[src/common/fwsr_pkg.sv]
// Constants and helpers shared by the flash status poller and its bus
// cycle engine.
// Assumes a 20 MHz system clock and an 8-bit parallel NOR flash.
package fwsr_pkg;

  // ==========================================================
  // Timing
  localparam int CLK_PERIOD_NS = 50;
  localparam int ACC_TIME_NS = 90;    // Read access time of the flash
  localparam int WE_PULSE_NS = 35;    // Least write pulse width
  localparam int SYNC_STAGES = 2;
  // Least times round up to whole cycles
  localparam int ACC_CYC = (ACC_TIME_NS + CLK_PERIOD_NS - 1) / CLK_PERIOD_NS;
  localparam int WE_CYC = (WE_PULSE_NS + CLK_PERIOD_NS - 1) / CLK_PERIOD_NS;
  // Output enable held long enough for access plus the synchroniser
  localparam int RD_HOLD_CYC = ACC_CYC + SYNC_STAGES;
  localparam int CNT_W = 3;
  localparam logic [CNT_W-1:0] RD_LOAD = CNT_W'(RD_HOLD_CYC - 1);
  localparam logic [CNT_W-1:0] WE_LOAD = CNT_W'(WE_CYC - 1);

  // ==========================================================
  // Widths
  localparam int AW = 23;
  localparam int DW = 8;
  localparam int RAW = 4;
  localparam int RDW = 32;

  // ==========================================================
  // Controller register map and fields
  localparam logic [RAW-1:0] REG_CTRL = 4'h0;
  localparam logic [RAW-1:0] REG_ADDR = 4'h1;
  localparam logic [RAW-1:0] REG_DATA = 4'h2;
  localparam logic [RAW-1:0] REG_STAT = 4'h3;
  localparam int CTRL_GO = 0;
  localparam int CTRL_DATA_METHOD = 1;
  localparam int CTRL_ABORT = 2;
  localparam int CTRL_WRITE = 3;
  localparam int STAT_BUSY = 0;
  localparam int STAT_DONE = 1;
  localparam int STAT_FAIL = 2;
  localparam int STAT_READY = 3;
  localparam int STAT_METHOD = 4;
  localparam int STAT_LAST_LSB = 8;
  localparam logic [AW-1:0] ADDR_RST = 23'h000000;
  localparam logic [DW-1:0] DATA_RST = 8'h00;

  // ==========================================================
  // Status bit positions on the flash data bus
  localparam int DQ_POLL = 7;
  localparam int DQ_TOGGLE = 6;
  localparam int DQ_LIMIT = 5;
  localparam int DQ_SECTOR = 2;
  localparam logic [DW-1:0] CMD_RESET = 8'hf0;

  // True when the toggle bit differs between two reads
  function automatic logic fwsr_toggled(input logic [DW-1:0] a,
                                        input logic [DW-1:0] b);
    return a[DQ_TOGGLE] ^ b[DQ_TOGGLE];
  endfunction

  // True when the polling bit shows the expected written value
  function automatic logic fwsr_poll_match(input logic [DW-1:0] rd,
                                           input logic [DW-1:0] exp);
    return rd[DQ_POLL] == exp[DQ_POLL];
  endfunction

endpackage

[src/rtl/fwsr_bus_cycle.sv]
// One read or write cycle on the flash pins, chip enable framed.
// Assumes the caller holds address and data steady while not ready.
`timescale 1ns/1ps
module fwsr_bus_cycle
  import fwsr_pkg::*;
(
  input wire logic clk_i,
  input wire logic srst_i,
  input wire logic req_i,
  input wire logic we_i,
  input wire logic [fwsr_pkg::AW-1:0] addr_i,
  input wire logic [fwsr_pkg::DW-1:0] wdata_i,
  output logic ready_o,
  output logic done_o,
  output logic [fwsr_pkg::DW-1:0] rdata_o,
  output logic [fwsr_pkg::AW-1:0] f_addr_o,
  output logic [fwsr_pkg::DW-1:0] f_dq_o,
  output logic f_dq_oe_n_o,
  input wire logic [fwsr_pkg::DW-1:0] f_dq_i,
  output logic f_ce_n_o,
  output logic f_oe_n_o,
  output logic f_we_n_o
);
  import fwsr_pkg::*;

  typedef enum logic [1:0] {CY_IDLE, CY_ACT, CY_REC} fwsr_cyc_e;

  fwsr_cyc_e st_q;
  logic [CNT_W-1:0] cnt_q;
  logic we_q;
  logic done_q;
  logic [DW-1:0] rdata_q;
  logic [DW-1:0] dq_s1_q;
  logic [DW-1:0] dq_s2_q;
  logic [AW-1:0] addr_q;
  logic [DW-1:0] wd_q;
  logic ce_n_q;
  logic oe_n_q;
  logic we_n_q;
  logic oe_dq_n_q;

  // ==========================================================
  // Handshake and pins
  assign ready_o = (st_q == CY_IDLE);
  assign done_o = done_q;
  assign rdata_o = rdata_q;
  assign f_addr_o = addr_q;
  assign f_dq_o = wd_q;
  assign f_dq_oe_n_o = oe_dq_n_q;
  assign f_ce_n_o = ce_n_q;
  assign f_oe_n_o = oe_n_q;
  assign f_we_n_o = we_n_q;

  // Data pins come from the flash, outside our timing
  always_ff @(posedge clk_i) begin
    dq_s1_q <= f_dq_i;
    dq_s2_q <= dq_s1_q;
  end

  // Cycle sequencer; data bus driven through the recovery cycle for hold
  always_ff @(posedge clk_i) begin
    if (srst_i) begin
      st_q <= CY_IDLE;
      cnt_q <= '0;
      we_q <= 1'b0;
      done_q <= 1'b0;
      rdata_q <= '0;
      addr_q <= '0;
      wd_q <= '0;
      ce_n_q <= 1'b1;
      oe_n_q <= 1'b1;
      we_n_q <= 1'b1;
      oe_dq_n_q <= 1'b1;
    end else begin
      done_q <= 1'b0;
      unique case (st_q)
        CY_IDLE: begin
          if (req_i) begin
            st_q <= CY_ACT;
            we_q <= we_i;
            addr_q <= addr_i;
            wd_q <= wdata_i;
            ce_n_q <= 1'b0;
            oe_n_q <= we_i;
            we_n_q <= ~we_i;
            oe_dq_n_q <= ~we_i;
            cnt_q <= we_i ? WE_LOAD : RD_LOAD;
          end
        end
        CY_ACT: begin
          if (cnt_q == '0) begin
            st_q <= CY_REC;
            ce_n_q <= 1'b1;
            oe_n_q <= 1'b1;
            we_n_q <= 1'b1;
            if (!we_q) begin
              rdata_q <= dq_s2_q;
            end
          end else begin
            cnt_q <= cnt_q - 1'b1;
          end
        end
        CY_REC: begin
          st_q <= CY_IDLE;
          oe_dq_n_q <= 1'b1;
          done_q <= 1'b1;
        end
      endcase
    end
  end

  // ==========================================================
  // Checks
  property p_oe_width;
    @(posedge clk_i) disable iff (srst_i)
    $fell(f_oe_n_o) |-> !f_oe_n_o [*4] ##1 f_oe_n_o;
  endproperty
  a_oe_width: assert property (p_oe_width)
    else $error("read strobe width wrong");

  property p_no_contention;
    @(posedge clk_i) disable iff (srst_i)
    !f_oe_n_o |-> f_dq_oe_n_o;
  endproperty
  a_no_contention: assert property (p_no_contention)
    else $error("data bus driven during read");

endmodule

[src/rtl/fwsr_host.sv]
// Host-side status poller for a parallel NOR flash running its internal
// program or erase algorithm. Software starts a poll or a raw write.
// Assumes flash pins are wired directly and the flash is the only target.
`timescale 1ns/1ps

module fwsr_host
  import fwsr_pkg::*;
(
  input wire logic CLK_I,
  input wire logic SRST_I,
  input wire logic [fwsr_pkg::RAW-1:0] ADDR_I,
  input wire logic [fwsr_pkg::RDW-1:0] WDATA_I,
  input wire logic WR_I,
  input wire logic RD_I,
  output logic [fwsr_pkg::RDW-1:0] RDATA_O,
  output logic [fwsr_pkg::AW-1:0] FLASH_ADDR_O,
  output logic [fwsr_pkg::DW-1:0] FLASH_DQ_O,
  output logic FLASH_DQ_OE_N_O,
  input wire logic [fwsr_pkg::DW-1:0] FLASH_DQ_I,
  output logic FLASH_CE_N_O,
  output logic FLASH_OE_N_O,
  output logic FLASH_WE_N_O,
  input wire logic READY_BUSY_N_PIN_I
);
  import fwsr_pkg::*;

  typedef enum logic [2:0] {
    S_IDLE, S_RD1, S_RD2, S_RD3, S_RST, S_WRITE
  } fwsr_state_e;

  fwsr_state_e st_q;
  fwsr_state_e st_d;
  logic [AW-1:0] addr_q;
  logic [DW-1:0] data_q;
  logic [DW-1:0] prev_q;
  logic [DW-1:0] last_q;
  logic method_q;
  logic waiting_q;
  logic done_q;
  logic fail_q;
  logic rb_s1_q;
  logic rb_s2_q;
  logic [RDW-1:0] rdata_q;

  logic cyc_req;
  logic cyc_we;
  logic [DW-1:0] cyc_wdata;
  logic cyc_ready;
  logic cyc_done;
  logic [DW-1:0] cyc_rdata;

  // ==========================================================
  // Register decode
  wire wr_ctrl = WR_I && (ADDR_I == REG_CTRL);
  wire wr_addr = WR_I && (ADDR_I == REG_ADDR);
  wire wr_data = WR_I && (ADDR_I == REG_DATA);
  wire go = wr_ctrl && WDATA_I[CTRL_GO];
  wire raw_wr = wr_ctrl && WDATA_I[CTRL_WRITE] && !WDATA_I[CTRL_GO];
  wire abort = wr_ctrl && WDATA_I[CTRL_ABORT];
  wire busy = (st_q != S_IDLE);
  wire [RDW-1:0] stat_word = {16'h0000, last_q, 3'b000, method_q,
                              rb_s2_q, fail_q, done_q, busy};
  wire [RDW-1:0] rd_mux = (ADDR_I == REG_CTRL) ? {31'h0, method_q} :
                          (ADDR_I == REG_ADDR) ? {9'h000, addr_q} :
                          (ADDR_I == REG_DATA) ? {24'h000000, data_q} :
                          (ADDR_I == REG_STAT) ? stat_word : '0;
  assign RDATA_O = rdata_q;

  // ==========================================================
  // Status decode of the read just finished
  wire rd_state = (st_q == S_RD1) || (st_q == S_RD2) || (st_q == S_RD3);
  wire step = cyc_done && waiting_q;
  wire toggled = fwsr_toggled(cyc_rdata, prev_q);
  wire matched = fwsr_poll_match(cyc_rdata, data_q);
  wire limit = cyc_rdata[DQ_LIMIT];
  wire rd3_ok = method_q ? matched : !toggled;
  wire finish_ok = step && (((st_q == S_RD1) && method_q && matched) ||
                            ((st_q == S_RD2) && !toggled) ||
                            ((st_q == S_RD3) && rd3_ok) ||
                            (st_q == S_WRITE));
  wire finish_bad = step && (st_q == S_RST);

  // ==========================================================
  // Cycle requests: poll reads always use the stored target address
  assign cyc_we = (st_q == S_RST) || (st_q == S_WRITE);
  assign cyc_req = (rd_state || cyc_we) && !waiting_q && cyc_ready;
  assign cyc_wdata = (st_q == S_RST) ? CMD_RESET : data_q;

  fwsr_bus_cycle i_fwsr_bus_cycle (
    .clk_i(CLK_I),
    .srst_i(SRST_I),
    .req_i(cyc_req),
    .we_i(cyc_we),
    .addr_i(addr_q),
    .wdata_i(cyc_wdata),
    .ready_o(cyc_ready),
    .done_o(cyc_done),
    .rdata_o(cyc_rdata),
    .f_addr_o(FLASH_ADDR_O),
    .f_dq_o(FLASH_DQ_O),
    .f_dq_oe_n_o(FLASH_DQ_OE_N_O),
    .f_dq_i(FLASH_DQ_I),
    .f_ce_n_o(FLASH_CE_N_O),
    .f_oe_n_o(FLASH_OE_N_O),
    .f_we_n_o(FLASH_WE_N_O)
  );

  // ==========================================================
  // Poll sequencer; a new start always re-enters the first read
  always_comb begin
    st_d = st_q;
    if (go) begin
      st_d = S_RD1;
    end else if (abort) begin
      st_d = S_IDLE;
    end else if (raw_wr && !busy) begin
      st_d = S_WRITE;
    end else if (step) begin
      unique case (st_q)
        S_RD1: begin
          if (!method_q) begin
            st_d = S_RD2;
          end else if (matched) begin
            st_d = S_IDLE;
          end else if (limit) begin
            st_d = S_RD3;
          end
        end
        S_RD2: begin
          if (!toggled) begin
            st_d = S_IDLE;
          end else if (limit) begin
            st_d = S_RD3;
          end
        end
        S_RD3: st_d = rd3_ok ? S_IDLE : S_RST;
        S_RST: st_d = S_IDLE;
        S_WRITE: st_d = S_IDLE;
        S_IDLE: st_d = S_IDLE;
      endcase
    end
  end

  // State and cycle tracking
  always_ff @(posedge CLK_I) begin
    if (SRST_I) begin
      st_q <= S_IDLE;
      waiting_q <= 1'b0;
      prev_q <= '0;
      last_q <= '0;
    end else begin
      st_q <= st_d;
      if (go || abort) begin
        waiting_q <= 1'b0;
      end else if (cyc_req) begin
        waiting_q <= 1'b1;
      end else if (cyc_done) begin
        waiting_q <= 1'b0;
      end
      if (step && rd_state) begin
        prev_q <= cyc_rdata;
        last_q <= cyc_rdata;
      end
    end
  end

  // Software registers; target is frozen while polling so reads stay valid
  always_ff @(posedge CLK_I) begin
    if (SRST_I) begin
      addr_q <= ADDR_RST;
      data_q <= DATA_RST;
      method_q <= 1'b0;
    end else begin
      if (wr_addr && !busy) begin
        addr_q <= WDATA_I[AW-1:0];
      end
      if (wr_data && !busy) begin
        data_q <= WDATA_I[DW-1:0];
      end
      if (go) begin
        method_q <= WDATA_I[CTRL_DATA_METHOD];
      end
    end
  end

  // Sticky outcome flags; a finish in the start cycle still sets
  always_ff @(posedge CLK_I) begin
    if (SRST_I) begin
      done_q <= 1'b0;
      fail_q <= 1'b0;
    end else begin
      done_q <= finish_ok | (done_q & ~go);
      fail_q <= finish_bad | (fail_q & ~go);
    end
  end

  // Ready/busy pin synchroniser and read port
  always_ff @(posedge CLK_I) begin
    if (SRST_I) begin
      rb_s1_q <= 1'b1;
      rb_s2_q <= 1'b1;
      rdata_q <= '0;
    end else begin
      rb_s1_q <= READY_BUSY_N_PIN_I;
      rb_s2_q <= rb_s1_q;
      rdata_q <= RD_I ? rd_mux : '0;
    end
  end

  // ==========================================================
  // Checks
  property p_poll_addr;
    @(posedge CLK_I) disable iff (SRST_I)
    cyc_req && !cyc_we |-> FLASH_CE_N_O ##1 FLASH_ADDR_O == addr_q;
  endproperty
  a_poll_addr: assert property (p_poll_addr)
    else $error("poll read not at target address");

  property p_addr_frozen;
    @(posedge CLK_I) disable iff (SRST_I)
    busy && !go |=> $stable(addr_q);
  endproperty
  a_addr_frozen: assert property (p_addr_frozen)
    else $error("target address moved during poll");

  property p_two_reads;
    @(posedge CLK_I) disable iff (SRST_I)
    st_q == S_RD1 && step && !method_q && !go && !abort |=> st_q == S_RD2;
  endproperty
  a_two_reads: assert property (p_two_reads)
    else $error("toggle poll ended after one read");

  property p_fail_reset;
    @(posedge CLK_I) disable iff (SRST_I)
    st_q == S_RD3 && step && !rd3_ok && !go && !abort
      |=> st_q == S_RST ##[1:20] (!FLASH_WE_N_O && FLASH_DQ_O == CMD_RESET);
  endproperty
  a_fail_reset: assert property (p_fail_reset)
    else $error("failed poll did not send reset");

  property p_restart;
    @(posedge CLK_I) disable iff (SRST_I)
    go |=> st_q == S_RD1 && !waiting_q;
  endproperty
  a_restart: assert property (p_restart)
    else $error("start did not restart polling");

  property p_recheck;
    @(posedge CLK_I) disable iff (SRST_I)
    st_q == S_RD1 && method_q && step && !matched && limit && !go && !abort
      |=> st_q == S_RD3;
  endproperty
  a_recheck: assert property (p_recheck)
    else $error("polling bit not rechecked after limit");

  c_toggle_ok: cover property (@(posedge CLK_I)
    st_q == S_RD2 && finish_ok);
  c_data_ok: cover property (@(posedge CLK_I)
    st_q == S_RD1 && finish_ok);
  c_fail: cover property (@(posedge CLK_I) finish_bad);

endmodule

[config.mk]
export PLATFORM = sky130hd
export DESIGN_NAME = fwsr_host
export DESIGN_NICKNAME = d
export VERILOG_FILES = /design/src/common/fwsr_pkg.sv /design/src/rtl/fwsr_bus_cycle.sv /design/src/rtl/fwsr_host.sv
export SDC_FILE = /design/constraint.sdc
export NUM_CORES = 1
export LEC_CHECK = 0
export BUFFER_PORTS_ARGS = -buffer_cell sky130_fd_sc_hd__buf_2
export CAP_MARGIN = 20
export CORE_MARGIN = 2
export CORE_UTILIZATION = 48
export CTS_CLUSTER_SIZE = 30
export DETAILED_ROUTE_END_ITERATION = 7
export GPL_TIMING_DRIVEN = 0
export HOLD_SLACK_MARGIN = 0.1
export PLACE_DENSITY = 0.82
export RECOVER_POWER = 25
export SLEW_MARGIN = 20
export SYNTH_ARGS = -nofsm -noshare
export SYNTH_HDL_FRONTEND = slang
export SYNTH_SLANG_ARGS = --single-unit
[constraint.sdc]
create_clock -name CLK_I -period 1.77 [get_ports CLK_I]
set_clock_uncertainty 0.15 [all_clocks]
set_input_delay 0.2655 -clock CLK_I [delete_from_list [all_inputs] [get_ports CLK_I]]
set_output_delay 0.2655 -clock CLK_I [all_outputs]
set_load 0.01 [all_outputs]
# --- Word level (Yosys, flattened, before mapping) ---
# Index checks and enable logic that the tools add are counted.
totals:
  reg_bits: 146
  elab_cells: 141
  out_inout_bits: 67
  input_bits: 49
classes:
  bitwise: 9
  n_eq_ne: 14
  reduce_logical: 55
  add_sub_neg: 1
  muxes: 34
op_table:
  columns: ["cell", "n"]
  rows:
  - ["16-bit 2-to-1 mux", 2]
  - ["3-bit 2-to-1 mux", 9]
  - ["23-bit 2-to-1 mux", 1]
  - ["1-bit logical AND", 20]
  - ["3-bit case mux with 4 select lines", 1]
  - ["1-bit 2-to-1 mux", 11]
  - ["3-bit AND reduction", 3]
  - ["3-bit OR reduction", 3]
  - ["4-bit by 2-bit equality test with 1-bit output (second input constant)", 2]
  - ["1-bit logical OR", 8]
  - ["8-bit 2-to-1 mux", 1]
  - ["1-bit case mux with 2 select lines", 4]
  - ["2-bit nonzero test", 4]
  - ["3-bit by 2-bit equality test with 1-bit output (second input constant)", 2]
  - ["3-bit equality test (second input constant)", 2]
  - ["3-bit logical NOT", 2]
  - ["2-bit 2-to-1 mux", 3]
  - ["2-bit case mux with 3 select lines", 1]
  - ["3-bit case mux with 2 select lines", 1]
  - ["2-bit AND reduction", 3]
  - ["5-bit OR reduction", 1]
  - ["4-bit by 1-bit equality test with 1-bit output (second input constant)", 1]
  - ["1-bit logical NOT", 4]
  - ["4-bit logical NOT", 1]
  - ["16 further kinds", 23]

# --- Depth between registers and ports, before layout ---
depth:
  word_depth: 9
  mapped_depth: 8
  ltp_nobuf: 7

# --- By module ---
# A second synthesis with hierarchy kept.
unflattened:
  cells_unflattened: 578
  hier_area_um2: 5178.7
by_module_without_submodules:
  columns: ["module", "seq_area_each_um2", "n_inst", "cells_each", "area_per_inst_um2"]
  rows:
  - ["fwsr_host", 1421.4, 1, 331, 2886.5]
  - ["fwsr_bus_cycle", 1321.3, 1, 247, 2292.2]

# --- Worst setup path after synthesis ---
# No wires, ideal clock.
synth_timing:
  path_kind: "register to register"
  startpoint: "register i_fwsr_bus_cycle.st_q[0]"
  endpoint: "register i_fwsr_bus_cycle.we_q"
  t_arrival_ps: 1549
  n_path_buf: 2
  t_required_ps: 1492
  slack_ps: -57
  setup_time_ps: 128
  stages_incl_launch_ff: 8
  period_less_slack_ps: 1827
  cell_sequence: "dfxtp_1 > inv_1 > ha_1 > or4b_1 > buf_6 > buf_8 > a21oi_1 > nor2_1"
synth_via:
  elab_chain_len: 3
synth_rtl:
  columns: ["item", "line_no", "rtl"]
  rows:
  - ["start: declaration", "fwsr_bus_cycle.sv:28", "fwsr_cyc_e st_q;"]
  - ["start signal: assignment", "fwsr_bus_cycle.sv:63", "st_q <= CY_IDLE;"]
  - ["start signal: assignment", "fwsr_bus_cycle.sv:79", "st_q <= CY_ACT;"]
  - ["start signal: assignment", "fwsr_bus_cycle.sv:92", "st_q <= CY_REC;"]
  - ["2-bit logical NOT (*)", "fwsr_bus_cycle.sv:44, fwsr_bus_cycle.sv:76", null]
  - ["1-bit logical AND", "fwsr_host.sv:86", "assign cyc_req = (rd_state || cyc_we) && !waiting_q && cyc_ready;"]
  - ["2-bit AND reduction (no source line) (*)", null, null]
  - ["end signal: assignment", "fwsr_bus_cycle.sv:80", "we_q <= we_i;"]
  - ["end: declaration", "fwsr_bus_cycle.sv:30", "logic we_q;"]
# Every way passes the cells marked *; elsewhere a longest branch is shown, timed or not.
# A chain may end at the register's enable or synchronous reset.

# --- Worst setup path in the final report ---
layout_timing:
  startpoint: "register st_q[2]"
  endpoint: "register i_fwsr_bus_cycle.we_q"
layout_via:
  elab_chain_len: 7
  elab_cells_between_ends: 12
  classes_between: "eq/ne: 5; reduce/logical: 7"
layout_rtl:
  columns: ["item", "line_no", "rtl"]
  rows:
  - ["start: declaration", "fwsr_host.sv:31", "fwsr_state_e st_q;"]
  - ["start signal: assignment", "fwsr_host.sv:152", "st_q <= st_d;"]
  - ["3-bit by 1-bit equality test with 1-bit output or 3-bit by 2-bit equality test with 1-bit output (tied branches)", "fwsr_host.sv:71", "wire rd_state = (st_q == S_RD1) || (st_q == S_RD2) || (st_q == S_RD3);"]
  - ["1-bit logical OR (2 in a row)", "fwsr_host.sv:71", null]
  - ["1-bit logical OR", "fwsr_host.sv:86", null]
  - ["1-bit logical AND (2 in a row)", "fwsr_host.sv:86", null]
  - ["2-bit AND reduction (no source line)", null, null]
# Several ways; a longest one is shown, not always the timed one.

==> metrics.txt <==
internal power around 5800 uW; PortBufs 95; drt wl/cell 17.5 um; run status finished, violations left; design area between 7000 and 8000 um2; Post-synth EDFFs 0; Clock Power Share approximately two fifths; hold path cells 5; maximum number of pins on one net before global-route repair 17; Worst Max-Slew Pin Slew between 0.7 and 0.8 ns; Flop pwr share ~40%; gr usage total a little over a quarter; CTS root buffer clkbuf_8; switching pwr roughly 2500 uW; fraction of registers with async set/reset 0%; clock sink total around 140; 1st-iter DRT viols 405; global route total overflow 0; Nets 807; dpl cell area approximately 5800 um2; CTS clk-pin slew, worst paths about 0.070 ns; number of fill cells 710; Slew HR slightly above 50%; Row Count 37; r2r setup slk -0.14 ns; mean post-synth cell area between 9 and 10 um2; Die ar. between 10,000 and 15,000 um2; Max Fanout on Critical Path 10; CTS tree built; Final setup viols a little under 70; DRT Pass-1 Iters 6; ys flop type dfxtp_1; Netlist Area Pre-Place 5100 um2; dpl hpwl between 9000 and 10,000 um; Critical Path RT around 2.0 ns; Max Fclk approximately 520 MHz; Area contributors post-synth dfxtp_1 54%, nand2_1 8.4%, a21oi_1 7.1%; core area 10,300 um2; Arr. time, crit path between 2 and 2.5 ns; initial antenna violation count 0; multi-input logic area around 2400 um2; FF-to-FF path depth 7; Power Dens Cells 1140 nW/um2; Die Ht ~110 um; Ports ~120; Comb power frac between 20 and 25%; Register Area around 2700 um2; vias in the first global route between 4,000 and 5,000; RePlAce Congestion 0.991; failing checks negative setup slack; clock tree buffer depth 2; register area share after synthesis between 50% and 60%; # DRC 0; final WL 15,800 um; via count between 4,000 and 5,000; met3 routed WL 1460 um; share of post-route cells with drive strength above 1 between 30% and 40%; Syn-to-layout area delta 42.8%; Final Worst Setup Slack -0.137 ns; leading area contributor after synthesis dfxtp_1; final worst path period share 108%; Die W about 110 um; Met1 Wirelength roughly 5900 um; crit path kind reg2reg; Yosys top cell area share 53.7%; Max-Cap Viols 0; uppermost layer routed met4; Leak approximately 0.0030 uW; Initial Util between 40% and 50%; ant diodes 0; #FFs+latches synth 137; H-tree levels 4; Tmin final between 1.5 and 2 ns; worst vdd ir approximately 0.67 mV; hold crit path type in2reg; drt via density around 5.5; crit path launch type register; max-slew violations 0; worst skew pair latency roughly 0.52 ns; Detail Route Antenna Nets 0; Synth warnings 0; endpoints failing hold 0; worst slack, placed -0.292 ns; fin util a little over two thirds; met2 WL post-DR 7750 um; Mapped Cells 566; first-pass GRT wire length ~23,000 um; critical path endpoint category register; worst hold slack 0.142 ns; Distinct cells, synth 52; Switching Fraction between 30% and 40%; total CTS buffers 17; RSZ-0062 raised after global routing yes
## synthesized netlist by cell type (7+ instances only)
| master | number |
|---|---|
| nand3_1 | 7 |
| a22o_1 | 8 |
| nor2b_1 | 7 |
| and2_1 | 9 |
| dfxtp_1 | 137 |
| buf_4 | 12 |
| nor2_1 | 46 |
| nor3_1 | 13 |
| a21oi_1 | 72 |
| inv_1 | 7 |
| nand2_1 | 114 |
| mux2i_1 | 16 |
| o21ai_0 | 18 |
| clkbuf_1 | 20 |
## path summary, 6_finish.rpt
kind,startpoint,end
setup / recovery,st_q[2]$_SDFFE_PP0P_,i_fwsr_bus_cycle.we_q$_SDFFE_PP0P_
hold / removal,ADDR_I[3],data_q[1]$_SDFFE_PP0P_
setup reg to reg,st_q[2]$_SDFFE_PP0P_,i_fwsr_bus_cycle.we_q$_SDFFE_PP0P_
hold reg to reg,i_fwsr_bus_cycle.dq_s1_q[5]$_DFF_P_,i_fwsr_bus_cycle.dq_s2_q[5]$_DFF_P_
## power by group through the flow
stage / combinational [uW] / clock [uW] / sequential (uW)
after floorplan: 771 / 0 / 3390
after global placement: 998 / 0 / 3400
after detailed placement: 1060 / 0 / 3410
after CTS: 1320 / 3270 / 3350
after global routing: 1790 / 3450 / 3380
final: 1670 / 3290 / 3370
## state kept, by name (all words and copies together), names as in the netlist, 2 cells and up
register                   flops
RDATA_O                       23
addr_q                        23
i_fwsr_bus_cycle.dq_s2_q       8
last_q                         8
data_q                         8
i_fwsr_bus_cycle.st_q          2
st_q                           3
i_fwsr_bus_cycle.cnt_q         3
i_fwsr_bus_cycle.f_dq_o        8
i_fwsr_bus_cycle.rdata_o       8
i_fwsr_bus_cycle.dq_s1_q       8
i_fwsr_bus_cycle.f_addr_o     23
## layout by cell type, fill, tap and decap left out, drive strengths merged, types with 8 or more instances in the layout
cell type	netlist	final
mux2i	16	16
inv	7	14
a22o	8	8
and2	10	10
nor3	15	15
buf	22	141
conb	1	9
nor2	48	48
o21ai	18	18
clkbuf	21	41
dfxtp	137	137
dlygate4sd3	0	38
a21oi	72	72
nand2	114	114
## critical path, cell delays in order (launching register included)
cell	delay [ns]
dfxtp_2	0.33
buf_6	0.11
and2_4	0.18
or4b_4	0.51
buf_8	0.17
buf_12	0.15
a21oi_2	0.12
nor2_1	0.05
## cells by family after synthesis
group | after synthesis | synth area share [%]
and+or+nand+nor | 230 | 21.3
buffers and inverters | 50 | 5.51
AOI/OAI and AO/OA | 124 | 14.5
xor gates and xnor gates | 3 | 0.515
adders and majority gates | 5 | 1.23
other | 1 | 0.0735
muxes | 16 | 3.14
DFF | 137 | 53.7
## layer usage
metal  GRT usage [%]  vias to the layer above
met5               0                        -
met4            13.1                        0
met3            7.29                       71
met2            46.2                      296
met1            29.7                     2302
li1                -                     2277
## layout make-up
class	instances	area share (%)
repair buffers	160	14.9
multi-input cells	387	32.6
inverters	7	0.360
plain buffers	43	4.51
clock inverters	15	1.91
well taps	136	2.33
flip-flops and latches	137	37.7
clock buffers	17	5.68
## stage by stage
step | std cells | total power [uW] | TNS (ns)
6_report | 902 | 8330 | -5.29
5_1_grt | 902 | 8620 | -8.98
4_1_cts | 892 | 7940 | -3.29
3_5_place_dp | 805 | 4470 | -19.47
3_3_place_gp | 805 | 4390 | -15.02
2_1_floorplan | 574 | 4170 | -0.127
## what timing repair did
action                                 4_1_cts  5_1_grt
pin swaps                                   11       16
endpoints found under the hold margin       52        0
setup endpoints to repair                   86      100
resized for setup                           56       58
hold buffers                                38        0
buffers inserted                            14        9
gates cloned                                 3        1
Power figures use the tool's default switching activity.
